`config.mk`:
```
export PLATFORM = sky130hd
export DESIGN_NAME = i2cac_top
export DESIGN_NICKNAME = d
export VERILOG_FILES = /design/src/logic/i2cac_top.v /design/src/logic/i2cac_sync.v
export VERILOG_INCLUDE_DIRS = /design/src /design/src/pkg
export SDC_FILE = /design/constraint.sdc
export NUM_CORES = 1
export LEC_CHECK = 0
export BUFFER_PORTS_ARGS = -buffer_cell sky130_fd_sc_hd__buf_2
export CAP_MARGIN = 5
export CELL_PAD_IN_SITES_DETAIL_PLACEMENT = 0
export CELL_PAD_IN_SITES_GLOBAL_PLACEMENT = 2
export CORE_MARGIN = 2
export CORE_UTILIZATION = 37
export CTS_CLUSTER_SIZE = 20
export DETAILED_ROUTE_END_ITERATION = 10
export PLACE_DENSITY_LB_ADDON = 0.2
export SKIP_LAST_GASP = 1
export SYNTH_ARGS = -nofsm -noshare
export SYNTH_HDL_FRONTEND = slang
export SYNTH_HIERARCHICAL = 1
export SYNTH_SLANG_ARGS = --single-unit
```
`constraint.sdc`:
```
create_clock -name core_clk_i -period 2.7 [get_ports core_clk_i]
set_clock_uncertainty 0.15 [all_clocks]
set_input_delay 0.27 -clock core_clk_i [delete_from_list [all_inputs] [get_ports core_clk_i]]
set_output_delay 0.27 -clock core_clk_i [all_outputs]
set_load 0.02 [all_outputs]
```
`src/pkg/i2cac_consts.vh`:
```
// i2cac_consts.vh: offsets, field positions, reset values and timing
// counts for the converter control front end.
// assumes a 40 MHz core clock; included by bare name.
`ifndef I2CAC_CONSTS_VH
`define I2CAC_CONSTS_VH

// control register fields
`define I2CAC_CTRL_RST 8'h00
`define I2CAC_CTRL_AOE_BIT 6
`define I2CAC_CTRL_RSV_HI_BIT 7
`define I2CAC_CTRL_MODE_HI 5
`define I2CAC_CTRL_MODE_LO 4
`define I2CAC_CTRL_RSV_LO_BIT 3
`define I2CAC_CTRL_AINC_BIT 2
`define I2CAC_CTRL_CH_HI 1
`define I2CAC_CTRL_CH_LO 0

// input configurations
`define I2CAC_MODE_4SE 2'h0
`define I2CAC_MODE_3DIFF 2'h1
`define I2CAC_MODE_MIXED 2'h2
`define I2CAC_MODE_2DIFF 2'h3

// data reset values
`define I2CAC_ADC_RST 8'h80
`define I2CAC_DAC_RST 8'h00
`define I2CAC_SAR_MSB 8'h80

// address layout: fixed nibble above three strap bits
`define I2CAC_ADDR_FIX_HI 7
`define I2CAC_ADDR_FIX_LO 4
`define I2CAC_ADDR_STRAP_HI 3
`define I2CAC_ADDR_STRAP_LO 1
`define I2CAC_ADDR_RW_BIT 0

// timing
`define I2CAC_CLK_PERIOD_NS 25
`define I2CAC_SAR_STEP_NS 200
// one sar step of 200 ns at 25 ns per core cycle
`define I2CAC_SAR_STEP_CYC 8'd8

`endif

```
`src/logic/i2cac_top.v`:
```
// i2cac_top.v: serial-bus slave, control register, channel selection and
// successive-approximation sequencer of the converter front end.
// assumes scl/sda/strap pins are asynchronous and sampled by core_clk_i;
// the analog comparator result arrives on cmp_i, also asynchronous.
// Functional notes
// - answer only when fixed nibble and three strap pins match
// - address byte lsb selects read or write direction
// - first byte after a write address goes into control register
// - upper control nibble enables output and sets input configuration
// - lower control nibble picks the input channel
// - auto-increment advances channel after every conversion
// - nonexistent channel maps to highest available channel
// - auto-increment wraps to channel 0 after the highest
// - reset clears every control bit
// - after reset dac and oscillator off, analog output high impedance
// - four inputs grouped by programmable configuration
// - 8-bit result by successive approximation per conversion
// - third and later written bytes go into dac data register
// - read ack trailing edge starts conversion; previous result is sent
// - first read byte after reset is 80 hex
// - write ends on stop or on a new start
`timescale 1ns/1ps
`include "i2cac_consts.vh"
module i2cac_top #(
  parameter [3:0] FIXED_ADDR = 4'h5,
  parameter [7:0] SAR_STEP_CYC = `I2CAC_SAR_STEP_CYC
) (
  input wire core_clk_i,
  input wire srst_i,
  input wire scl_i,
  input wire sda_i,
  output reg sda_o,
  output reg sda_oe_n_o,
  input wire addr_strap_bit0_i,
  input wire addr_strap_bit1_i,
  input wire addr_strap_bit2_i,
  input wire cmp_i,
  output reg [7:0] ctrl_o,
  output reg [1:0] chan_sel_o,
  output reg [1:0] input_mode_o,
  output reg [7:0] dac_code_o,
  output reg dac_enable_o,
  output reg analog_output_pin_hiz_o,
  output reg osc_enable_o,
  output reg track_hold_o,
  output reg [7:0] adc_result_o
);
  localparam [6:0] ST_IDLE = 7'h01;
  localparam [6:0] ST_ADDR = 7'h02;
  localparam [6:0] ST_ACKA = 7'h04;
  localparam [6:0] ST_WR = 7'h08;
  localparam [6:0] ST_ACKW = 7'h10;
  localparam [6:0] ST_RD = 7'h20;
  localparam [6:0] ST_ACKR = 7'h40;

  // highest channel that exists in each input configuration
  function [1:0] max_ch;
    input [1:0] mode;
    begin
      case (mode)
        `I2CAC_MODE_4SE: max_ch = 2'd3;
        `I2CAC_MODE_3DIFF: max_ch = 2'd2;
        `I2CAC_MODE_MIXED: max_ch = 2'd2;
        default: max_ch = 2'd1;
      endcase
    end
  endfunction

  function [1:0] eff_ch;
    input [1:0] mode;
    input [1:0] ch;
    begin
      eff_ch = (ch > max_ch(mode)) ? max_ch(mode) : ch;
    end
  endfunction

  wire [5:0] sync_w;
  wire scl_s;
  wire sda_s;
  wire [2:0] strap_s;
  wire cmp_s;
  assign {cmp_s, strap_s, sda_s, scl_s} = sync_w;

  i2cac_sync #(.W(6), .RST_VAL(6'h03)) u_sync (
    .core_clk_i(core_clk_i),
    .srst_i(srst_i),
    .async_i({cmp_i, addr_strap_bit2_i, addr_strap_bit1_i,
              addr_strap_bit0_i, sda_i, scl_i}),
    .sync_o(sync_w)
  );

  reg scl_d_r;
  reg sda_d_r;
  wire scl_rise = scl_s & ~scl_d_r;
  wire scl_fall = ~scl_s & scl_d_r;
  wire start_ev = scl_s & scl_d_r & sda_d_r & ~sda_s;
  wire stop_ev = scl_s & scl_d_r & ~sda_d_r & sda_s;

  reg [6:0] state_r;
  reg [2:0] bit_cnt_r;
  reg [7:0] rx_r;
  reg byte_done_r;
  reg [7:0] tx_r;
  reg wr_first_r;
  reg mack_r;
  reg [7:0] ctrl_r;
  reg [7:0] dac_r;
  reg [7:0] result_r;
  reg conv_go;

  // sar sequencer
  reg busy_r;
  reg [7:0] trial_r;
  reg [7:0] bitmask_r;
  reg [7:0] step_cnt_r;

  wire [7:0] rx_full = {rx_r[6:0], sda_s};
  wire addr_hit = (rx_r[`I2CAC_ADDR_FIX_HI:`I2CAC_ADDR_FIX_LO] ==
                   FIXED_ADDR) &&
                  (rx_r[`I2CAC_ADDR_STRAP_HI:`I2CAC_ADDR_STRAP_LO] ==
                   strap_s);
  wire [1:0] mode_w = ctrl_r[`I2CAC_CTRL_MODE_HI:`I2CAC_CTRL_MODE_LO];
  wire [1:0] ch_raw = ctrl_r[`I2CAC_CTRL_CH_HI:`I2CAC_CTRL_CH_LO];
  wire [1:0] ch_w = eff_ch(mode_w, ch_raw);
  wire step_end = busy_r && (step_cnt_r == SAR_STEP_CYC - 8'd1);
  wire conv_end = step_end && bitmask_r[0];

  always @(posedge core_clk_i) begin
    if (srst_i) begin
      scl_d_r <= 1'b1;
      sda_d_r <= 1'b1;
    end else begin
      scl_d_r <= scl_s;
      sda_d_r <= sda_s;
    end
  end

  always @(posedge core_clk_i) begin
    if (srst_i) begin
      state_r <= ST_IDLE;
      bit_cnt_r <= 3'd0;
      rx_r <= 8'h00;
      byte_done_r <= 1'b0;
      tx_r <= 8'h00;
      wr_first_r <= 1'b0;
      mack_r <= 1'b0;
      ctrl_r <= `I2CAC_CTRL_RST;
      dac_r <= `I2CAC_DAC_RST;
      sda_oe_n_o <= 1'b1;
      conv_go <= 1'b0;
    end else begin
      conv_go <= 1'b0;
      if (conv_end && ctrl_r[`I2CAC_CTRL_AINC_BIT]) begin
        ctrl_r[`I2CAC_CTRL_CH_HI:`I2CAC_CTRL_CH_LO] <=
          (ch_w == max_ch(mode_w)) ? 2'd0 : ch_w + 2'd1;
      end
      if (start_ev) begin
        // new start aborts anything, address byte follows
        state_r <= ST_ADDR;
        bit_cnt_r <= 3'd0;
        byte_done_r <= 1'b0;
        sda_oe_n_o <= 1'b1;
      end else if (stop_ev) begin
        state_r <= ST_IDLE;
        sda_oe_n_o <= 1'b1;
      end else begin
        case (state_r)
          ST_ADDR, ST_WR: begin
            if (scl_rise) begin
              rx_r <= rx_full;
              bit_cnt_r <= bit_cnt_r + 3'd1;
              byte_done_r <= (bit_cnt_r == 3'd7);
            end else if (scl_fall && byte_done_r) begin
              byte_done_r <= 1'b0;
              if (state_r == ST_ADDR) begin
                if (addr_hit) begin
                  state_r <= ST_ACKA;
                  sda_oe_n_o <= 1'b0;
                end else begin
                  state_r <= ST_IDLE;
                end
              end else begin
                state_r <= ST_ACKW;
                sda_oe_n_o <= 1'b0;
                wr_first_r <= 1'b0;
                if (wr_first_r)
                  ctrl_r <= rx_r;
                else
                  dac_r <= rx_r;
              end
            end
          end
          ST_ACKA: begin
            if (scl_fall) begin
              bit_cnt_r <= 3'd0;
              if (rx_r[`I2CAC_ADDR_RW_BIT]) begin
                // previous result goes out while new one converts
                state_r <= ST_RD;
                tx_r <= {result_r[6:0], 1'b0};
                sda_oe_n_o <= result_r[7];
                conv_go <= 1'b1;
              end else begin
                state_r <= ST_WR;
                wr_first_r <= 1'b1;
                sda_oe_n_o <= 1'b1;
              end
            end
          end
          ST_ACKW: begin
            if (scl_fall) begin
              state_r <= ST_WR;
              bit_cnt_r <= 3'd0;
              sda_oe_n_o <= 1'b1;
            end
          end
          ST_RD: begin
            if (scl_fall) begin
              bit_cnt_r <= bit_cnt_r + 3'd1;
              if (bit_cnt_r == 3'd7) begin
                state_r <= ST_ACKR;
                sda_oe_n_o <= 1'b1;
              end else begin
                sda_oe_n_o <= tx_r[7];
                tx_r <= {tx_r[6:0], 1'b0};
              end
            end
          end
          ST_ACKR: begin
            if (scl_rise)
              mack_r <= ~sda_s;
            else if (scl_fall) begin
              bit_cnt_r <= 3'd0;
              if (mack_r) begin
                state_r <= ST_RD;
                tx_r <= {result_r[6:0], 1'b0};
                sda_oe_n_o <= result_r[7];
                conv_go <= 1'b1;
              end else begin
                // master nack: leave the line high for its stop
                state_r <= ST_IDLE;
              end
            end
          end
          ST_IDLE: state_r <= ST_IDLE;
          default: state_r <= ST_IDLE;
        endcase
      end
    end
  end

  // 8-step successive approximation on the shared dac; a new read ack
  // restarts an unfinished conversion, losing it, since bus speed
  // sets the rate; the compare result trails a new trial code by five
  // cycles through the synchroniser, so steps below six cycles go stale
  always @(posedge core_clk_i) begin
    if (srst_i) begin
      busy_r <= 1'b0;
      trial_r <= 8'h00;
      bitmask_r <= 8'h00;
      step_cnt_r <= 8'd0;
      result_r <= `I2CAC_ADC_RST;
    end else if (conv_go) begin
      busy_r <= 1'b1;
      trial_r <= `I2CAC_SAR_MSB;
      bitmask_r <= `I2CAC_SAR_MSB;
      step_cnt_r <= 8'd0;
    end else if (busy_r) begin
      if (step_end) begin
        step_cnt_r <= 8'd0;
        bitmask_r <= bitmask_r >> 1;
        if (conv_end) begin
          busy_r <= 1'b0;
          result_r <= cmp_s ? trial_r : (trial_r & ~bitmask_r);
        end else begin
          trial_r <= (cmp_s ? trial_r : (trial_r & ~bitmask_r)) |
                     (bitmask_r >> 1);
        end
      end else begin
        step_cnt_r <= step_cnt_r + 8'd1;
      end
    end
  end

  always @(posedge core_clk_i) begin
    if (srst_i) begin
      sda_o <= 1'b0;
      ctrl_o <= `I2CAC_CTRL_RST;
      chan_sel_o <= 2'd0;
      input_mode_o <= `I2CAC_MODE_4SE;
      dac_code_o <= `I2CAC_DAC_RST;
      dac_enable_o <= 1'b0;
      analog_output_pin_hiz_o <= 1'b1;
      osc_enable_o <= 1'b0;
      track_hold_o <= 1'b0;
      adc_result_o <= `I2CAC_ADC_RST;
    end else begin
      sda_o <= 1'b0;
      ctrl_o <= ctrl_r;
      chan_sel_o <= ch_w;
      input_mode_o <= mode_w;
      dac_code_o <= busy_r ? trial_r : dac_r;
      dac_enable_o <= ctrl_r[`I2CAC_CTRL_AOE_BIT];
      analog_output_pin_hiz_o <= ~ctrl_r[`I2CAC_CTRL_AOE_BIT];
      // oscillator runs while output enabled or converting
      osc_enable_o <= ctrl_r[`I2CAC_CTRL_AOE_BIT] | busy_r;
      track_hold_o <= busy_r;
      adc_result_o <= result_r;
    end
  end
endmodule // i2cac_top

```
`src/logic/i2cac_sync.v`:
```
// i2cac_sync.v: three-stage input synchroniser with agreement filter.
// assumes inputs are asynchronous to core_clk_i.
`timescale 1ns/1ps
module i2cac_sync #(
  parameter W = 1,
  parameter [W-1:0] RST_VAL = {W{1'b1}}
) (
  input wire core_clk_i,
  input wire srst_i,
  input wire [W-1:0] async_i,
  output reg [W-1:0] sync_o
);
  reg [W-1:0] s1_r;
  reg [W-1:0] s2_r;
  reg [W-1:0] s3_r;
  genvar g;

  always @(posedge core_clk_i) begin
    if (srst_i) begin
      s1_r <= RST_VAL;
      s2_r <= RST_VAL;
      s3_r <= RST_VAL;
    end else begin
      s1_r <= async_i;
      s2_r <= s1_r;
      s3_r <= s2_r;
    end
  end

  // each bit moves only once stages two and three agree
  generate
    for (g = 0; g < W; g = g + 1) begin : g_bit
      always @(posedge core_clk_i) begin
        if (srst_i)
          sync_o[g] <= RST_VAL[g];
        else if (s2_r[g] == s3_r[g])
          sync_o[g] <= s3_r[g];
      end
    end
  endgenerate
endmodule // i2cac_sync

```
==> results of run 1 <==
worst max-delay path by stage:
stage                      end  cells after the start
floorplan              tx_r[4]                      8
global placement    trial_r[1]                      6
detailed placement   ctrl_r[1]                      5
CTS                  ctrl_r[1]                      5
global route        trial_r[6]                      6
finish               ctrl_r[1]                      5
cell type report:
type	instances	area share [%]
clock inverter	5	0.4312
multi-input combinational	405	39.36
clock buffer	23	7.487
inverter	24	1.411
sequential	134	42.02
tap	184	3.606
timing repair buffer	58	5.684
worst max-delay path, stage by stage, from the launching register on:
cell and delay (ns):
dfxtp_1 0.45, or2_2 0.39, nor4_4 0.32, nand4_2 0.43, o21a_1 0.24, a211oi_1 0.21
where the power goes:
group / switching, mW / leakage [nW] / internal, mW
Combinational: 0.0400 / 1.15 / 0.0223
Sequential: 0.00432 / 1.08 / 1.99
Clock: 0.778 / 0.250 / 1.22
Total: 0.822 / 2.48 / 3.23
registers in the layout (all words and copies together) (netlist names), 2 cells and up:
signal	cells
adc_result_o	8
bit_cnt_r	3
bitmask_r	8
chan_sel_o	2
ctrl_o	8
ctrl_r	8
dac_code_o	8
dac_r	8
result_r	8
rx_r	8
state_r	7
step_cnt_r	8
trial_r	8
tx_r	7
u_sync/s1_r	6
u_sync/s2_r	6
u_sync/s3_r	6
u_sync/sync_o	6
per-stage QoR:
step,power [mW],area (sq um),std cells,setup slack [ns],hold WS (ns)
2_1_floorplan,2.075,5454,594,0.6246,0.1916
3_3_place_gp,2.092,5818,799,0.4478,0.2410
3_5_place_dp,2.093,5818,799,0.4152,0.2394
4_1_cts,4.114,6384,833,0.4162,0.08427
5_1_grt,4.209,6384,833,0.1907,0.09707
6_report,4.051,6384,833,0.4145,0.09458
timing repair:
item / in CTS / in global routing
hold buffers: 6 / 0
resized for setup: 0 / 0
endpoints found under the hold margin: 6 / 0
kinds of logic after synthesis:
logic type      Yosys count
simple gates            229
xor+xnor                 15
mux                      31
compound gates          121
buf+inv                  55
other cells               1
fa+ha+maj                 8
flops                   134
cells in the mapped netlist (all sizes together) (5+ instances only):
cell     count  area share [%]
buf         16             2.1
nor3        12             1.4
ha           8             1.8
nand3       15             1.5
o22ai        7            0.80
dfxtp      134              49
clkbuf      15             1.0
nor2        64             4.5
a2bb2oi      8             1.3
or3          5            0.67
a21oi       44             4.0
nand2       54             3.7
nand4        5            0.69
o21ai       26             2.4
or2          9             1.0
inv         24             1.7
mux2i       29             5.3
a211oi       9             1.5
xor2        11             1.8
nand2b      11             1.3
nor2b       29             3.3
metal layers:
metal  share of wire [%]  global-route usage [%]  vias up
met3                 3.9                   4.279       20
met2                  44                   24.30       81
met1                  50                   22.27     1926
met5                   0                       0        -
met4                 1.9                   6.732        0
li1                    -                       -     2136
==> impl_metrics.tcl, run 1 <==
set metrics [dict create \
    outcome "finished clean" \
    clock_path_buffers 2 \
    synthAdderAreaFrac_pct 1.835 \
    synthSimpleGateAreaFrac_pct 21.91 \
    arrival_ns 2.46 \
    route.detailed.drc 0 \
    start_util_pct 37.67 \
    hold_depth 3 \
    cp-start-kind "flip-flop" \
    ys.flop_type "dfxtp_1" \
    period_minus_slack_ns 2.285 \
    cts_buffers 17 \
    synth_top_family_by_area "simple AND/OR/NAND/NOR gates" \
    finalWeightedCongestion 0.8535 \
    synth_compound_area_share_pct 14.11 \
    muxShareOfSynthArea_pct 5.735 \
    setup_tns_ns 0 \
    n_antenna_cell 0 \
    cts_tree "built" \
    cts_setup_buffers 0 \
    regArea_sq_mm 0.002683 \
    clock-sinks 134 \
    max-vdd-ir-drop_v 0.0003883 \
    clk_pin_slew_ns 0.06 \
    async_reset_ff_share_pct 0 \
    syn_area_per_cell_sq_um 9.182 \
    synthCells 594 \
    final_cell_mix "134 x dfxtp_1, 62 x nor2_1, 54 x nand2_1, 44 x a21oi_1, 40 x buf_2" \
    cp-end-kind "flip-flop" \
    drt_pass1_iterations 4 \
    wl_mm 12.18 \
    fp.dieW_um 125.4 \
    p_leak_nw 2.484 \
    nNetsFinal 656 \
    fillers 1440 \
    period_share_pct 84.65 \
    rows 44 \
    hold_path_end "state_r[1]" \
    relSlewSlack_pct 66.06 \
    ioPinCount 42 \
    drtIter0Drc 278 \
    crit_start "state_r[4]" \
    grt_pass1_wl_mm 20.40 \
    slew_viol_final 0 \
    rsz0062_at_grt "false" \
    ys_ff_latch 134 \
    tightest_slew_ns 0.5072 \
    ant_nets 0 \
    grt_usage_pct 16.24 \
    min_path_type "in2reg" \
    ys_types 69 \
    multi_input_area_sq_mm 0.002512 \
    grt-ovfl-total 0 \
    die_h_um 125.4 \
    routed_via_density 4.998 \
    vias 4163 \
    coreArea_sq_mm 0.01448 \
    antenna_found_initial 0 \
    r2r_start "state_r[4]" \
    port-buffer-count 40 \
    fmax_mhz 437.5 \
    netlist_area_sq_mm 0.005454 \
    area_delta_synth_final_pct 17.05 \
    routedWlPerCell_um 14.62 \
    grt_max_degree 93 \
    hp-start "srst_i" \
    utilization_pct 44.09 \
    grt_pass1_vias 4003 \
    final_common_cell "dfxtp_1" \
    synth_xor_area_share_pct 2.409 \
    hpwl_mm 8.306 \
    root_buffer "clkbuf_16" \
    htreeDepth 4 \
    power.density_mw_per_mm2 634.6 \
    clkLatencyLatePin_ns 0.41 \
    seq_area_frac_synth_pct 49.19 \
    drive_above_1_share_pct 14.18 \
    dieArea_sq_mm 0.01573 \
    r2r_setup_slack_ns 0.41 \
    setup_viol 0 \
    critical_path.max_fanout 13 \
    finalHoldViolCount 0 \
    maxCapViolCount 0 \
    crit_type "reg2reg" \
    syn_nets 610 \
    r2r_cells 5 \
    ys_warn_count 6 \
    synth_edf_count 0 \
    crit_required_ns 2.88 \
    r2r-end "ctrl_r[1]" \
]
Power figures use the tool's default switching activity.
==> run 2: changes to the inputs <==
--- a/config.mk
+++ b/config.mk
@@ -11,7 +11,7 @@
 export CELL_PAD_IN_SITES_DETAIL_PLACEMENT = 0
 export CELL_PAD_IN_SITES_GLOBAL_PLACEMENT = 2
 export CORE_MARGIN = 2
-export CORE_UTILIZATION = 37
+export CORE_UTILIZATION = 34
 export CTS_CLUSTER_SIZE = 20
 export DETAILED_ROUTE_END_ITERATION = 10
 export PLACE_DENSITY_LB_ADDON = 0.2
==> constraint.sdc (replaced) <==
create_clock -name core_clk_i -period 2.1 [get_ports core_clk_i]
set_clock_uncertainty 0.15 [all_clocks]
set_input_delay 0.21 -clock core_clk_i [delete_from_list [all_inputs] [get_ports core_clk_i]]
set_output_delay 0.21 -clock core_clk_i [all_outputs]
set_load 0.02 [all_outputs]
==> impl_metrics.tcl, run 2 (synthesis gave the netlist of run 1 again) <==
set metrics [dict create \
    outcome "finished clean" \
    fillers 1612 \
    r2r-end "trial_r[6]" \
    clock_path_buffers 2 \
    dr_wl_met2_mm 6.202 \
    power.density_mw_per_mm2 798.3 \
    routedWlPerCell_um 14.39 \
    grt_max_degree 42 \
    timing.hold.ws_ns 0.2529 \
    final_cell_mix "128 x dfxtp_1, 62 x nor2_1, 57 x buf_4, 53 x nand2_1, 43 x a21oi_1" \
    maxCapViolCount 0 \
    period_share_pct 98.84 \
    drtIter0Drc 254 \
    finalPower_mw 5.585 \
    cts_buffers 17 \
    max-vdd-ir-drop_v 0.0005679 \
    setup_ws_ns 0.02426 \
    routed_via_density 4.751 \
    grt_pass1_vias 4124 \
    port-buffer-count 40 \
    htreeDepth 4 \
    cts_tree "built" \
    rows 46 \
    drive_above_1_share_pct 24.00 \
    fmax_mhz 481.8 \
    nNetsFinal 703 \
    ant_nets 0 \
    hold_depth 1 \
    antenna_found_initial 0 \
    grt-ovfl-total 0 \
    worst-path-buf-inv 0 \
    coreArea_sq_mm 0.01577 \
    critical-path-top-delay-family "simple AND/OR/NAND/NOR gates" \
    die_h_um 130.7 \
    route.detailed.drc 0 \
    wl_mm 13.18 \
    crit_chain "or4_4, or3_4, or3_4, o21ai_2, a21oi_1" \
    place_ws_ns -0.05958 \
    r2r_start "step_cnt_r[4]" \
    drt_pass1_iterations 4 \
    finalWeightedCongestion 0.8286 \
    hold_path_end "u_sync/s2_r[0]" \
    fp.dieW_um 130.7 \
    p_leak_nw 2.797 \
    n_antenna_cell 0 \
    grt_pass1_wl_mm 21.22 \
    crit_slowest_cell "or4_4" \
    final_common_cell "dfxtp_1" \
    utilization_pct 44.36 \
    vias 4352 \
    ioPinCount 42 \
    period_minus_slack_ns 2.076 \
    crit_top_cell "or3_4" \
    start_util_pct 34.58 \
    hp-start "u_sync/s1_r[0]" \
    r2r_setup_slack_ns 0.02 \
    met1_length_mm 6.416 \
    crit_required_ns 2.23 \
    dr_wl_met3_um 407 \
    slew_viol_final 0 \
    setup_viol 0 \
    cp-end-kind "flip-flop" \
    max_stage_delay_ns 0.54 \
    clkLatencyLatePin_ns 0.40 \
    cp-start-kind "flip-flop" \
    placed_area_sq_mm 0.006146 \
    arrival_ns 2.20 \
    critical_path.max_fanout 7 \
    hpwl_mm 9.344 \
    area_delta_synth_final_pct 28.26 \
    grt_usage_pct 16.13 \
    min_path_type "reg2reg" \
    root_buffer "clkbuf_16" \
    r2r_cells 5 \
    crit_type "reg2reg" \
    clk_pin_slew_ns 0.05 \
    highest_layer "met4" \
    clock-sinks 134 \
    fin_area_sq_mm 0.006995 \
    dieArea_sq_mm 0.01707 \
    rsz0062_at_grt "true" \
    finalHoldViolCount 0 \
]
run 2: what timing repair did:
action	CTS	global route
gates cloned	0	1
resized for setup	3	35
pin swaps	0	10
buffers inserted	0	5
hold endpoints to repair	8	0
hold buffers	7	0
setup endpoints to repair	19	33
run 2: worst max-delay path by stage:
stage	from	endpoint	slack, ns	cells past startpoint
after global placement	step_cnt_r[4]	trial_r[7]	-0.03	5
final	step_cnt_r[4]	trial_r[6]	0.02	5
after CTS	step_cnt_r[4]	trial_r[6]	0.03	5
after floorplan	bit_cnt_r[0]	tx_r[4]	0.02	8
after detailed placement	step_cnt_r[4]	trial_r[4]	-0.06	5
after global routing	step_cnt_r[4]	trial_r[6]	-0.05	5
run 2: final cells by class:
class | instances | area, sq um | share of cell area [%]
clock inverter | 10 | 127.6 | 1.824
clock buffer | 22 | 464.2 | 6.636
sequential | 134 | 2690 | 38.45
inverter | 24 | 90.09 | 1.288
multi-input combinational | 405 | 2644 | 37.79
timing repair buffer | 105 | 709.4 | 10.14
tap | 216 | 270.3 | 3.863
run 2: metal layers:
| layer | GRT usage [%] | vias up |
|---|---|---|
| li1 | - | 2235 |
| met4 | 5.444 | 0 |
| met1 | 21.22 | 2044 |
| met2 | 25.74 | 63 |
| met3 | 4.357 | 10 |
| met5 | 0 | - |
run 2: metrics by stage:
| step | setup TNS, ns | cells |
|---|---|---|
| final | 0 | 916 |
| after detailed placement | -0.3997 | 871 |
| after global placement | -0.1241 | 871 |
| after CTS | 0 | 910 |
| after global routing | -0.3008 | 916 |
| after floorplan | 0 | 594 |
run 2: power by group:
group	leakage, nW	internal, mW	switching [mW]
combinational	1.42	0.0303	0.0519
sequential	1.09	2.56	0.00520
clock	0.293	1.92	1.02
total	2.80	4.50	1.08
==> run 3: changes to the inputs <==
--- a/config.mk
+++ b/config.mk
@@ -11,10 +11,10 @@
 export CELL_PAD_IN_SITES_DETAIL_PLACEMENT = 0
 export CELL_PAD_IN_SITES_GLOBAL_PLACEMENT = 2
 export CORE_MARGIN = 2
-export CORE_UTILIZATION = 34
+export CORE_UTILIZATION = 37
 export CTS_CLUSTER_SIZE = 20
 export DETAILED_ROUTE_END_ITERATION = 10
-export PLACE_DENSITY_LB_ADDON = 0.2
+export PLACE_DENSITY_LB_ADDON = 0.1
 export SKIP_LAST_GASP = 1
 export SYNTH_ARGS = -nofsm -noshare
 export SYNTH_HDL_FRONTEND = slang
==> constraint.sdc (replaced) <==
create_clock -name core_clk_i -period 2.3 [get_ports core_clk_i]
set_clock_uncertainty 0.15 [all_clocks]
set_input_delay 0.23 -clock core_clk_i [delete_from_list [all_inputs] [get_ports core_clk_i]]
set_output_delay 0.23 -clock core_clk_i [all_outputs]
set_load 0.02 [all_outputs]
==> impl_metrics.tcl, run 3 (synthesis gave the netlist of run 1 again) <==
set metrics [dict create \
    arrival_ns 2.32 \
    regArea_sq_mm 0.002684 \
    placed_area_sq_mm 0.005946 \
    rsz0062_at_grt "false" \
    grt-ovfl-total 0 \
    clock-sinks 134 \
    place_ws_ns 0.1364 \
    hpwl_mm 8.912 \
    route.detailed.drc 0 \
    clock_path_buffers 2 \
    wl_mm 12.71 \
    routed_via_density 4.926 \
    worst-path-buf-inv 1 \
    fin_area_sq_mm 0.006630 \
    critical_path.max_fanout 9 \
    period_minus_slack_ns 2.169 \
    max_stage_delay_ns 0.44 \
    coreArea_sq_mm 0.01448 \
    placedCellCount 816 \
    fp.dieW_um 125.4 \
    final_common_cell "dfxtp_1" \
    multi_input_area_sq_mm 0.002535 \
    ant_nets 0 \
    min_path_type "in2reg" \
    setup_ws_ns 0.1314 \
    drive_above_1_share_pct 17.73 \
    timing.hold.ws_ns 0.09326 \
    fmax_mhz 461.1 \
    rows 44 \
    crit_type "reg2reg" \
    grt_max_degree 47 \
    finalWeightedCongestion 0.8344 \
    fillers 1417 \
    p_leak_nw 2.610 \
    cts_buffers 17 \
    outcome "finished clean" \
    port-buffer-count 40 \
    drt_pass1_iterations 4 \
    finalHoldViolCount 0 \
    nNetsFinal 674 \
    maxCapViolCount 0 \
    grt_usage_pct 16.86 \
    critical-path-top-delay-family "simple AND/OR/NAND/NOR gates" \
    dieArea_sq_mm 0.01573 \
    clk_pin_slew_ns 0.06 \
    cp-end-kind "flip-flop" \
    crit_chain "or3_4, nor4_4, nor3b_4, buf_6, mux2i_1, nor2_1" \
    n_antenna_cell 0 \
    setup_tns_ns 0 \
    fin_cells 855 \
    area_delta_synth_final_pct 21.56 \
    setup_viol 0 \
    period_share_pct 94.29 \
    cp-start-kind "flip-flop" \
    htreeDepth 4 \
    start_util_pct 37.67 \
    routedWlPerCell_um 14.87 \
    utilization_pct 45.79 \
    clkLatencyLatePin_ns 0.42 \
    final_cell_mix "133 x dfxtp_1, 62 x nor2_1, 54 x nand2_1, 44 x a21oi_1, 40 x buf_2" \
    grt_pass1_vias 4156 \
    crit_slowest_cell "or3_4" \
    grt_pass1_wl_mm 21.22 \
    slew_viol_final 0 \
    max-vdd-ir-drop_v 0.0004744 \
    vias 4212 \
    cts_tree "built" \
    drtIter0Drc 309 \
    root_buffer "clkbuf_16" \
    ioPinCount 42 \
    die_h_um 125.4 \
    finalPower_mw 5.102 \
    crit_required_ns 2.45 \
    antenna_found_initial 0 \
    power.density_mw_per_mm2 769.5 \
]
==> run 3: changes by cell type in the layout (fill, tap and decap cells not counted), sizes merged <==
| cell | before | now |
|---|---|---|
| clkinv | 6 | 3 |
| dlygate4sd3 | 7 | 6 |
| buf | 98 | 70 |
| clkbuf | 22 | 19 |
| inv | 24 | 28 |
| bufinv | 3 | 2 |
| clkinvlp | 1 | 4 |
==> run 3: power by group <==
group | internal, mW | switching (mW)
Clock | 1.64 | 1.05
Combinational | 0.0274 | 0.0470
Sequential | 2.33 | 0.00496
Total | 4.00 | 1.10
==> run 3: timing repair <==
action / 4_1_cts / 5_1_grt
hold buffers: 6 / 0
gates resized for setup: 0 / 6
endpoints found under the hold margin: 6 / 0
endpoints found under the setup margin: 0 / 16
buffers inserted: 0 / 1
==> run 3: area by class of cell <==
class                           count  area share, %
Multi-Input combinational cell    405          38.23
Clock inverter                     13          2.208
Tap cell                          184          3.472
Clock buffer                       19          6.681
Inverter                           24          1.359
Timing Repair Buffer               76          7.567
Sequential cell                   134          40.48
==> run 3: worst min-delay path, stage by stage <==
cell	delay, ns
buf_2	0.14
inv_1	0.12
o21a_1	0.12
==> run 3: layer usage <==
layer  share of wire (%)  track usage [%]
met5                   0                0
met4                 1.3            5.817
met3                 3.5            4.536
met2                  45            26.12
met1                  50            22.80
==> run 3: path summary, 6_finish.rpt <==
kind	startpoint	to	slack, ns	cells past startpoint
worst min-delay path	srst_i	state_r[1]	0.09	3
worst min register to register	u_sync/s1_r[1]	u_sync/s2_r[1]	0.27	1
worst max register to register	state_r[2]	dac_r[3]	0.13	6
worst max-delay path	state_r[2]	dac_r[3]	0.13	6
